File: src/plm_map.svh
// register map, reset values and bus constants of the port latch and match block
`ifndef PLM_MAP_SVH
`define PLM_MAP_SVH

// register indexes; byte address is four times the index
`define PLM_IDX_P0_LATCH   8'h80
`define PLM_IDX_P0_DIGITAL 8'h81
`define PLM_IDX_MATCH_VAL  8'hED
`define PLM_IDX_MATCH_MASK 8'hEE
`define PLM_IDX_P1_PINS    8'hEF
`define PLM_IDX_IRQ_STAT   8'hF0
`define PLM_IDX_IRQ_MASK   8'hF1

// bus geometry
`define PLM_ADDR_W         10
`define PLM_DATA_W         32
`define PLM_LANE_LO        2
`define PLM_BYTE_W         8

// reset values
`define PLM_RST_P0_LATCH   8'hFF
`define PLM_RST_P0_DIGITAL 8'hFF
`define PLM_RST_MATCH_VAL  8'hFF
`define PLM_RST_MATCH_MASK 8'h00
`define PLM_RST_IRQ        8'h00

// status field positions
`define PLM_IRQ_MATCH_BIT  0

`endif

File: src/plm_pkg.sv
// shared types of the port latch and match block
package plm_pkg;

	typedef logic [7:0] plm_byte_t;

	typedef enum logic [2:0] {
		PLM_SEL_NONE,
		PLM_SEL_P0_LATCH,
		PLM_SEL_P0_DIGITAL,
		PLM_SEL_MATCH_VAL,
		PLM_SEL_MATCH_MASK,
		PLM_SEL_P1_PINS,
		PLM_SEL_IRQ_STAT,
		PLM_SEL_IRQ_MASK
	} plm_sel_t;

endpackage : plm_pkg

File: src/plm_match_if.sv
// carrier between register file and match comparator
`timescale 1ns/100ps
interface plm_match_if;
	import plm_pkg::*;
	plm_byte_t pins;
	plm_byte_t value;
	plm_byte_t mask;
	logic      mismatch;

	modport regs (output pins, output value, output mask, input mismatch);
	modport cmp  (input pins, input value, input mask, output mismatch);
endinterface : plm_match_if

File: src/plm_port_top.sv
// port latch and match block with avalon-mm register slave
`timescale 1ns/100ps
`include "plm_map.svh"

// Functional notes
// - software write to port zero register loads latch, driving digital pins
// - reading port zero register returns sampled pin levels, never latch contents
// - match compares only pins whose mask bit is one
// - match bit zero compares against low, one against high
// - port one width is 8, 7 or 4; match ignores upper bits, port one pin read still returns all 8
module plm_port_top #(
	parameter int P1_WIDTH = 8
) (
	input  wire logic                         ref_clk_in,
	input  wire logic                         rst_in,
	input  wire logic [`PLM_ADDR_W-1:0]       avs_address_in,
	input  wire logic                         avs_read_in,
	input  wire logic                         avs_write_in,
	input  wire logic [`PLM_DATA_W-1:0]       avs_writedata_in,
	output logic      [`PLM_DATA_W-1:0]       avs_readdata_out,
	output logic                              avs_waitrequest_out,
	input  wire plm_pkg::plm_byte_t           port_zero_pins_in,
	output plm_pkg::plm_byte_t                port_zero_pins_out,
	output plm_pkg::plm_byte_t                port_zero_pins_oe_out,
	input  wire plm_pkg::plm_byte_t           port_one_pins_in,
	output logic                              port_match_out,
	output logic                              irq_out
);
	import plm_pkg::*;

	// ***********************************
	// address decode
	// ***********************************
	function automatic plm_sel_t decode(input logic [`PLM_ADDR_W-1:0] a);
		logic [7:0] idx;
		idx = a[`PLM_ADDR_W-1:`PLM_LANE_LO];
		if (a[`PLM_LANE_LO-1:0] != '0) begin
			return PLM_SEL_NONE;
		end
		unique case (idx)
			`PLM_IDX_P0_LATCH:   return PLM_SEL_P0_LATCH;
			`PLM_IDX_P0_DIGITAL: return PLM_SEL_P0_DIGITAL;
			`PLM_IDX_MATCH_VAL:  return PLM_SEL_MATCH_VAL;
			`PLM_IDX_MATCH_MASK: return PLM_SEL_MATCH_MASK;
			`PLM_IDX_P1_PINS:    return PLM_SEL_P1_PINS;
			`PLM_IDX_IRQ_STAT:   return PLM_SEL_IRQ_STAT;
			`PLM_IDX_IRQ_MASK:   return PLM_SEL_IRQ_MASK;
			default:             return PLM_SEL_NONE;
		endcase
	endfunction : decode

	function automatic logic [`PLM_DATA_W-1:0] widen(input plm_byte_t b);
		return {{(`PLM_DATA_W-`PLM_BYTE_W){1'b0}}, b};
	endfunction : widen

	plm_sel_t  sel;
	logic      acc_rd;
	logic      acc_wr;
	plm_byte_t wr_byte;
	plm_byte_t p0_latch_q;
	plm_byte_t p0_digital_q;
	plm_byte_t match_val_q;
	plm_byte_t match_mask_q;
	plm_byte_t p0_pins_q;
	plm_byte_t p1_pins_q;
	plm_byte_t irq_stat;
	plm_byte_t irq_mask;
	plm_byte_t irq_event;
	logic      irq_line;
	logic [`PLM_DATA_W-1:0] rd_d;

	plm_match_if mif ();

	assign sel     = decode(avs_address_in);
	assign wr_byte = avs_writedata_in[`PLM_BYTE_W-1:0];
	// read data and status clear share the first edge, so no event is lost
	assign acc_rd  = avs_read_in && avs_waitrequest_out;
	// write completes on the edge waitrequest is seen low
	assign acc_wr  = avs_write_in && !avs_waitrequest_out;

	// ***********************************
	// bus handshake, one wait cycle
	// ***********************************
	always_ff @(posedge ref_clk_in or posedge rst_in) begin
		if (rst_in) begin
			avs_waitrequest_out <= 1'b1;
		end else if ((avs_read_in || avs_write_in) && avs_waitrequest_out) begin
			avs_waitrequest_out <= 1'b0;
		end else begin
			avs_waitrequest_out <= 1'b1;
		end
	end

	// ***********************************
	// pin sampling
	// ***********************************
	always_ff @(posedge ref_clk_in or posedge rst_in) begin
		if (rst_in) begin
			p0_pins_q <= '0;
			p1_pins_q <= '0;
		end else begin
			p0_pins_q <= port_zero_pins_in;
			p1_pins_q <= port_one_pins_in;
		end
	end

	// ***********************************
	// port zero latch and drive
	// ***********************************
	// latch load
	always_ff @(posedge ref_clk_in or posedge rst_in) begin
		if (rst_in) begin
			p0_latch_q <= `PLM_RST_P0_LATCH;
		end else if (acc_wr && sel == PLM_SEL_P0_LATCH) begin
			p0_latch_q <= wr_byte;
		end
	end

	always_ff @(posedge ref_clk_in or posedge rst_in) begin
		if (rst_in) begin
			p0_digital_q <= `PLM_RST_P0_DIGITAL;
		end else if (acc_wr && sel == PLM_SEL_P0_DIGITAL) begin
			p0_digital_q <= wr_byte;
		end
	end

	always_ff @(posedge ref_clk_in or posedge rst_in) begin
		if (rst_in) begin
			port_zero_pins_out    <= `PLM_RST_P0_LATCH;
			port_zero_pins_oe_out <= `PLM_RST_P0_DIGITAL;
		end else begin
			port_zero_pins_out    <= p0_latch_q;
			port_zero_pins_oe_out <= p0_digital_q;
		end
	end

	// ***********************************
	// match configuration
	// ***********************************
	always_ff @(posedge ref_clk_in or posedge rst_in) begin
		if (rst_in) begin
			match_val_q <= `PLM_RST_MATCH_VAL;
		end else if (acc_wr && sel == PLM_SEL_MATCH_VAL) begin
			match_val_q <= wr_byte;
		end
	end

	always_ff @(posedge ref_clk_in or posedge rst_in) begin
		if (rst_in) begin
			match_mask_q <= `PLM_RST_MATCH_MASK;
		end else if (acc_wr && sel == PLM_SEL_MATCH_MASK) begin
			match_mask_q <= wr_byte;
		end
	end

	assign mif.pins  = p1_pins_q;
	assign mif.value = match_val_q;
	assign mif.mask  = match_mask_q;

	plm_match #(
		.P1_WIDTH (P1_WIDTH)
	) u_match (
		.ref_clk_in (ref_clk_in),
		.rst_in     (rst_in),
		.mif        (mif)
	);

	always_ff @(posedge ref_clk_in or posedge rst_in) begin
		if (rst_in) begin
			port_match_out <= 1'b0;
		end else begin
			port_match_out <= mif.mismatch;
		end
	end

	// ***********************************
	// interrupt
	// ***********************************
	always_comb begin
		irq_event = '0;
		irq_event[`PLM_IRQ_MATCH_BIT] = mif.mismatch;
	end

	plm_irq u_irq (
		.ref_clk_in   (ref_clk_in),
		.rst_in       (rst_in),
		.event_in     (irq_event),
		.stat_rd_in   (acc_rd && sel == PLM_SEL_IRQ_STAT),
		.mask_wr_in   (acc_wr && sel == PLM_SEL_IRQ_MASK),
		.mask_data_in (wr_byte),
		.stat_out     (irq_stat),
		.mask_out     (irq_mask),
		.irq_out      (irq_line)
	);

	assign irq_out = irq_line;

	// ***********************************
	// read data
	// ***********************************
	always_comb begin
		rd_d = '0;
		unique case (sel)
			PLM_SEL_P0_LATCH:   rd_d = widen(p0_pins_q);
			PLM_SEL_P0_DIGITAL: rd_d = widen(p0_digital_q);
			PLM_SEL_MATCH_VAL:  rd_d = widen(match_val_q);
			PLM_SEL_MATCH_MASK: rd_d = widen(match_mask_q);
			PLM_SEL_P1_PINS:    rd_d = widen(p1_pins_q);
			PLM_SEL_IRQ_STAT:   rd_d = widen(irq_stat);
			PLM_SEL_IRQ_MASK:   rd_d = widen(irq_mask);
			PLM_SEL_NONE:       rd_d = '0;
		endcase
	end

	always_ff @(posedge ref_clk_in or posedge rst_in) begin
		if (rst_in) begin
			avs_readdata_out <= '0;
		end else if (acc_rd) begin
			avs_readdata_out <= rd_d;
		end
	end
endmodule : plm_port_top

File: src/plm_match.sv
// port one match comparator
`timescale 1ns/100ps
module plm_match #(
	parameter int P1_WIDTH = 8
) (
	input  wire logic    ref_clk_in,
	input  wire logic    rst_in,
	plm_match_if.cmp     mif
);
	import plm_pkg::*;

	// ***********************************
	// implemented pin mask
	// ***********************************
	function automatic plm_byte_t impl_mask(input int width);
		plm_byte_t m;
		m = '0;
		for (int i = 0; i < 8; i++) begin
			if (i < width) begin
				m[i] = 1'b1;
			end
		end
		return m;
	endfunction : impl_mask

	localparam plm_byte_t IMPL = impl_mask(P1_WIDTH);

	plm_byte_t enabled;
	plm_byte_t differ;

	assign enabled = mif.mask & IMPL;
	assign differ  = (mif.pins ^ mif.value) & enabled;

	always_ff @(posedge ref_clk_in or posedge rst_in) begin
		if (rst_in) begin
			mif.mismatch <= 1'b0;
		end else begin
			mif.mismatch <= |differ;
		end
	end
endmodule : plm_match

File: src/plm_irq.sv
// sticky status, mask and interrupt line
`timescale 1ns/100ps
`include "plm_map.svh"
module plm_irq (
	input  wire logic          ref_clk_in,
	input  wire logic          rst_in,
	input  wire plm_pkg::plm_byte_t event_in,
	input  wire logic          stat_rd_in,
	input  wire logic          mask_wr_in,
	input  wire plm_pkg::plm_byte_t mask_data_in,
	output plm_pkg::plm_byte_t stat_out,
	output plm_pkg::plm_byte_t mask_out,
	output logic               irq_out
);
	import plm_pkg::*;

	// ***********************************
	// sticky status, set beats read clear
	// ***********************************
	always_ff @(posedge ref_clk_in or posedge rst_in) begin
		if (rst_in) begin
			stat_out <= `PLM_RST_IRQ;
		end else if (stat_rd_in) begin
			stat_out <= event_in;
		end else begin
			stat_out <= stat_out | event_in;
		end
	end

	always_ff @(posedge ref_clk_in or posedge rst_in) begin
		if (rst_in) begin
			mask_out <= `PLM_RST_IRQ;
		end else if (mask_wr_in) begin
			mask_out <= mask_data_in;
		end
	end

	always_ff @(posedge ref_clk_in or posedge rst_in) begin
		if (rst_in) begin
			irq_out <= 1'b0;
		end else begin
			irq_out <= |(stat_out & mask_out);
		end
	end
endmodule : plm_irq

File: config.mk
export PLATFORM = sky130hd
export DESIGN_NAME = plm_port_top
export DESIGN_NICKNAME = d
export VERILOG_FILES = /design/src/plm_pkg.sv /design/src/plm_match_if.sv /design/src/plm_port_top.sv /design/src/plm_match.sv /design/src/plm_irq.sv
export VERILOG_INCLUDE_DIRS = /design/src /design/src/src
export SDC_FILE = /design/constraint.sdc
export NUM_CORES = 1
export LEC_CHECK = 0
export BUFFER_PORTS_ARGS = -buffer_cell sky130_fd_sc_hd__buf_2
export CORE_MARGIN = 2
export CORE_UTILIZATION = 45
export DETAILED_ROUTE_END_ITERATION = 10
export GPL_TIMING_DRIVEN = 0
export HOLD_SLACK_MARGIN = 0.1
export PLACE_DENSITY_LB_ADDON = 0.25
export SLEW_MARGIN = 10
export SYNTH_ARGS = -nofsm -noshare
export SYNTH_HDL_FRONTEND = slang
export SYNTH_SLANG_ARGS = --single-unit
File: constraint.sdc
create_clock -name ref_clk_in -period 3.8 [get_ports ref_clk_in]
set_input_delay 0.76 -clock ref_clk_in [delete_from_list [all_inputs] [get_ports ref_clk_in]]
set_output_delay 0.76 -clock ref_clk_in [all_outputs]
set_load 0.01 [all_outputs]
Word-level counts from Yosys, hierarchy flattened
Cells that the tools add are included.

Register bits: 116. Input port bits: 62. Output and inout bits: 51. Word-level logic and storage cells: 55.

Bitwise operators: 4. Eq/ne operators: 14. Reductions and logical operators: 15. Multiplexer cells: 7.

Operators by type and width (count): $pmux W32 S8 (1); $eq A8 B8 Y1 const B (7); $pmux W3 S7 (1); $and A8 B8 Y8 (2); $reduce_or A8 Y1 (2); $eq A3 B3 Y1 const B (4); $logic_and A1 B1 Y1 (9); $mux W8 (1); $or A8 B1 Y8 (1); $xor A8 B8 Y8 (1); $eq A3 B2 Y1 const B (2); $mux W3 (2); $eq A3 B1 Y1 const B (1); $logic_not A3 Y1 (1); $mux W1 (2); $reduce_bool A2 Y1 (1); $logic_not A1 Y1 (1); $logic_or A1 B1 Y1 (1).

Longest topological paths before layout
Depth after elaboration: 6. Gate-level depth with buffers: 8. Mapped depth without buffers: 6.

By module
Synthesis repeated with hierarchy kept, for this count alone.

Cell total of the unflattened synthesis: 346. Area total of the unflattened synthesis: 4264.1 um2.

By module, submodules not included: plm_port_top (times used 1, seq. area each 1903.1 um2, area each 3468.3 um2, cells an instance 290); plm_irq (times used 1, seq. area each 425.4 um2, area each 660.6 um2, cells an instance 41); plm_match (times used 1, seq. area each 25.0 um2, area each 135.1 um2, cells an instance 15).

Least setup slack after synthesis
No wires, ideal clock.

Path type: input-to-reg. From: input port avs_address_in[3]. To: register match_mask_q[0]. Setup slack: 1.377 ns. Arrival time: 2.298 ns. Required time: 3.675 ns. Library setup time: 0.125 ns. Cell stages on the path: 7. Path buffers: 2. Cell sequence: nor4b_4 -> o21a_4 -> buf_8 -> o2111a_1 -> buf_6 -> nand3_4 -> mux2_4.

Cells in the longest elaborated chain, start to end: 5. Elaborated cells between the ends (all ways): 11. Classes of those cells: eq/ne: 8; mux: 2; reduce/logical: 1.

Ends and longest elaborated chain: start: declaration (RTL line plm_port_top.sv:16) `` input wire logic [`PLM_ADDR_W-1:0] avs_address_in, ``; $eq A8 B8 Y1 (RTL line plm_port_top.sv:40) `unique case (idx)`; $pmux W3 S7 (*) (RTL line plm_port_top.sv:40); $mux W3 (*) (RTL line plm_port_top.sv:40); $eq A3 B3 Y1 (*) (RTL line plm_port_top.sv:151) `end else if (acc_wr && sel == PLM_SEL_MATCH_MASK) begin`; $logic_and A1 B1 Y1 (*) (RTL line plm_port_top.sv:151); end signal: assignment (RTL line plm_port_top.sv:150) `` match_mask_q <= `PLM_RST_MATCH_MASK; ``; end signal: assignment (RTL line plm_port_top.sv:152) `match_mask_q <= wr_byte;`; end: declaration (RTL line plm_port_top.sv:63) `plm_byte_t match_mask_q;`.

Every way passes the cells marked *; elsewhere a longest branch is shown, timed or not. A chain may end at the register's enable or synchronous reset.

Worst setup path in the final report
From: input port avs_address_in[3]. To: register avs_readdata_out[5].

Cells in the longest elaborated chain, start to end: 5. Elaborated cells between the ends (all ways): 18. Classes of those cells: eq/ne: 14; mux: 3; reduce/logical: 1.

Ends and longest elaborated chain: $eq A8 B8 Y1 (RTL line plm_port_top.sv:40); $pmux W3 S7 (*) (RTL line plm_port_top.sv:40); $mux W3 (*) (RTL line plm_port_top.sv:40); $eq A3 B3 Y1, or another cell as far along (RTL line plm_port_top.sv:203) `unique case (sel)`; $pmux W32 S8 (*) (RTL line plm_port_top.sv:203); end signal: assignment (RTL line plm_port_top.sv:219) `avs_readdata_out <= rd_d;`; end: declaration (RTL line plm_port_top.sv:20) `` output logic [`PLM_DATA_W-1:0] avs_readdata_out, ``.

Every way passes the cells marked *; elsewhere a longest branch is shown, timed or not. The select of a mux whose other input is x is not followed.

==> reports/qor.yml <==
yosys:
  ys_ff_latch: 85
  synth_compound_area_share_pct: 10.8
  yosys_warnings: 0
  synth_common_cells: "dfrtp_1 (44), dfstp_2 (41), buf_4 (25)"
  synth_cells: 286
  synth_area_leaders: "dfrtp_1 (29%), dfstp_2 (28%), mux2_2 (6.7%), buf_4 (4.9%), mux2_1 (4.1%)"
  synth_xor_area_share_pct: 1.81
  yosysSeqAreaShare_pct: 56.4
  netlist.area_leader.share_pct: 28.5
  synth.area.mux_share_pct: 14.7
  async_flop_share_pct: 100
  synth_edf_count: 0
  yosysTopAreaCell: "dfrtp_1"
  synth_top_family_by_area: "multiplexers"
  dominantRegCellSynth: "dfrtp_1"
  syn_area_um2: 3860
  yosys.area_share.simple_pct: 9.82
  synth_fa_ha_area_share_pct: 0
  synth_most_common_cell: "dfrtp_1"
  syn_avg_cell_area_um2: 13.5
  synth_cell_types: 50
clock_network:
  post_cts_resized: 0
  clk_pin_slew_ns: 0.09
  clock-sinks: 85
  cts_setup_buffers: 0
  clockBufferDepth: 2
  cts_root_buffer: "clkbuf_8"
  hold_buffers: 0
  cts_tree: "built"
  clock_latency_ns: 0.36
  h-tree-depth: 3
  cts_buffers: 9
floorplan:
  die_area_um2: 9340
  pin_count: 113
  coreArea_um2: 8260
  die_h_um: 96.6
  start_util_pct: 46.8
  die_x_um: 96.6
  rows: 33
cells_and_area:
  syn2layout_area_growth_pct: 20.1
  final_core_utilization_pct: 56.2
  multi_input_area_um2: 1520
  diodes: 0
  stdcell_area_um2: 4640
  num-fill-cells: 722
  nNetsFinal: 447
  seq_area_um2: 2180
  drive_above_1_share_pct: 49.7
routing:
  drtPass1Iterations: 4
  wl_per_cell_um: 16.3
  drt_iter0_drc: 125
  antenna_left: 0
  wirelength_um: 8060
  vias: 2507
  drc: 0
  avgViaCountPerCell: 5.06
grt:
  antenna_found_initial: 0
  grt_max_degree: 61
  grt_pass1_wl_um: 13300
  track_usage_pct: 18.3
  grt_overflow: 0
  grt_pass1_vias: 2467
timing:
  finalHoldViolCount: 0
  rsz0062_at_grt: "false"
  setup_viol: 0
  max_slew.worst_pin.slew_ns: 0.888
  drv_slew: 0
  slew_headroom_pct: 40.7
  max_freq_mhz: 387
  fin_skew_ns: 0.0111
  fin_hold_ws_ns: 0.366
  fin_crit_ns: 2.58
  finalCritPeriodShare_pct: 68.0
placement:
  hpwl_um: 5530
  placed_area_um2: 4430
  portBuffers: 64
  gp_congestion: 0.849
critical_path:
  crit_path_end_kind: "flip-flop"
  worstPathMaxFanout: 7
  crit_arrival_ns: 2.85
  required_ns: 4.07
  crit_path_start_kind: "input port"
  path_class: "input port to flip-flop"
pwr:
  vdd_drop_max_uv: 200
  leakagePower_nw: 2.24
  p_per_area_nw_per_um2: 397
hold_path:
  hp-class: "input port to asynchronous set/reset pin"
job:
  cap_violations: 0
outcome:
  status: "finished clean"
layer usage:
layer / share of wire (%) / vias up / wire [um] / GRT usage (%)
met1: 46 / 1213 / 3730 / 26.1
met4: 2.3 / 0 / 186 / 8.56
li1: - / 1181 / - / -
met2: 45 / 98 / 3590 / 26.9
met5: 0 / - / 0 / 0
met3: 6.9 / 15 / 554 / 3.54
final timing paths:
kind | start | end | slack [ns] | depth (start not counted)
setup reg to reg | avs_waitrequest_out | p0_digital_q[3] | 1.99 | 4
setup / recovery | avs_address_in[3] | avs_readdata_out[5] | 1.22 | 7
max in group asynchronous | rst_in | avs_waitrequest_out | 2.78 | 3
hold / removal | rst_in | match_mask_q[0] | 0.37 | 2
min in group ref_clk_in | p0_latch_q[3] | port_zero_pins_out[3] | 0.37 | 0
hold reg to reg | p0_latch_q[3] | port_zero_pins_out[3] | 0.37 | 0
sequential cells by signal, indices dropped and copies added, names as in the netlist:
name                   flops
avs_waitrequest_out        1
u_irq.stat_out             1
p0_digital_q               8
port_zero_pins_oe_out      8
mif.pins                   8
port_match_out             1
p0_latch_q                 8
match_mask_q               8
match_val_q                8
port_zero_pins_out         8
u_irq.irq_out              1
u_irq.mask_out             8
avs_readdata_out           8
u_match.mif.mismatch       1
p0_pins_q                  8
critical path: stages:
cell     delay (ns)
buf_2          0.14
nor4b_2        0.38
a22o_1         0.31
a22oi_4        0.13
nor4b_2        0.82
nand2_1        0.11
a31oi_1        0.20
through the flow:
step / worst slack [ns] / std cells / setup TNS (ns) / power (mW)
final: 1.22 / 495 / 0 / 1.84
after global routing: 0.978 / 495 / 0 / 1.93
after CTS: 1.23 / 495 / 0 / 1.87
after detailed placement: 0.858 / 479 / 0 / 1.18
after global placement: -0.0657 / 478 / -2.71 / 1.17
after floorplan: 0.914 / 309 / 0 / 1.10
report_power, final:
| group | internal, mW | switching (mW) | total (mW) |
|---|---|---|---|
| Combinational | 0.0797 | 0.104 | 0.184 |
| Sequential | 0.955 | 0.0252 | 0.980 |
| Clock | 0.370 | 0.307 | 0.678 |
cell type report:
class,count,area share (%)
multi-input combinational,189,32.8
timing repair buffer,65,7.50
inverter,2,0.216
sequential,85,47.0
clock buffer,12,2.91
buffer,33,5.18
tap,105,2.83
clock inverter,4,1.56
cells by family after synthesis:
logic type,after synthesis
buf+inv,35
flops,85
mux,48
compound gates,55
other cells,1
xor+xnor,8
simple gates,54
layout by cell type (no fill, tap or decap), drive strengths merged, types with 3 or more instances in the layout:
master / Yosys / final
a21o: 7 / 7
a22oi: 5 / 5
a31oi: 12 / 12
and2: 3 / 3
buf: 31 / 96
clkbuf: 2 / 14
conb: 1 / 24
dfrtp: 44 / 44
dfstp: 41 / 41
mux2: 45 / 45
mux2i: 3 / 3
nand2: 21 / 21
nand3: 6 / 6
nor4b: 3 / 3
o21ai: 19 / 19
or3: 8 / 8
xor2: 8 / 8
Note: power is estimated with default switching activity, not from simulation.
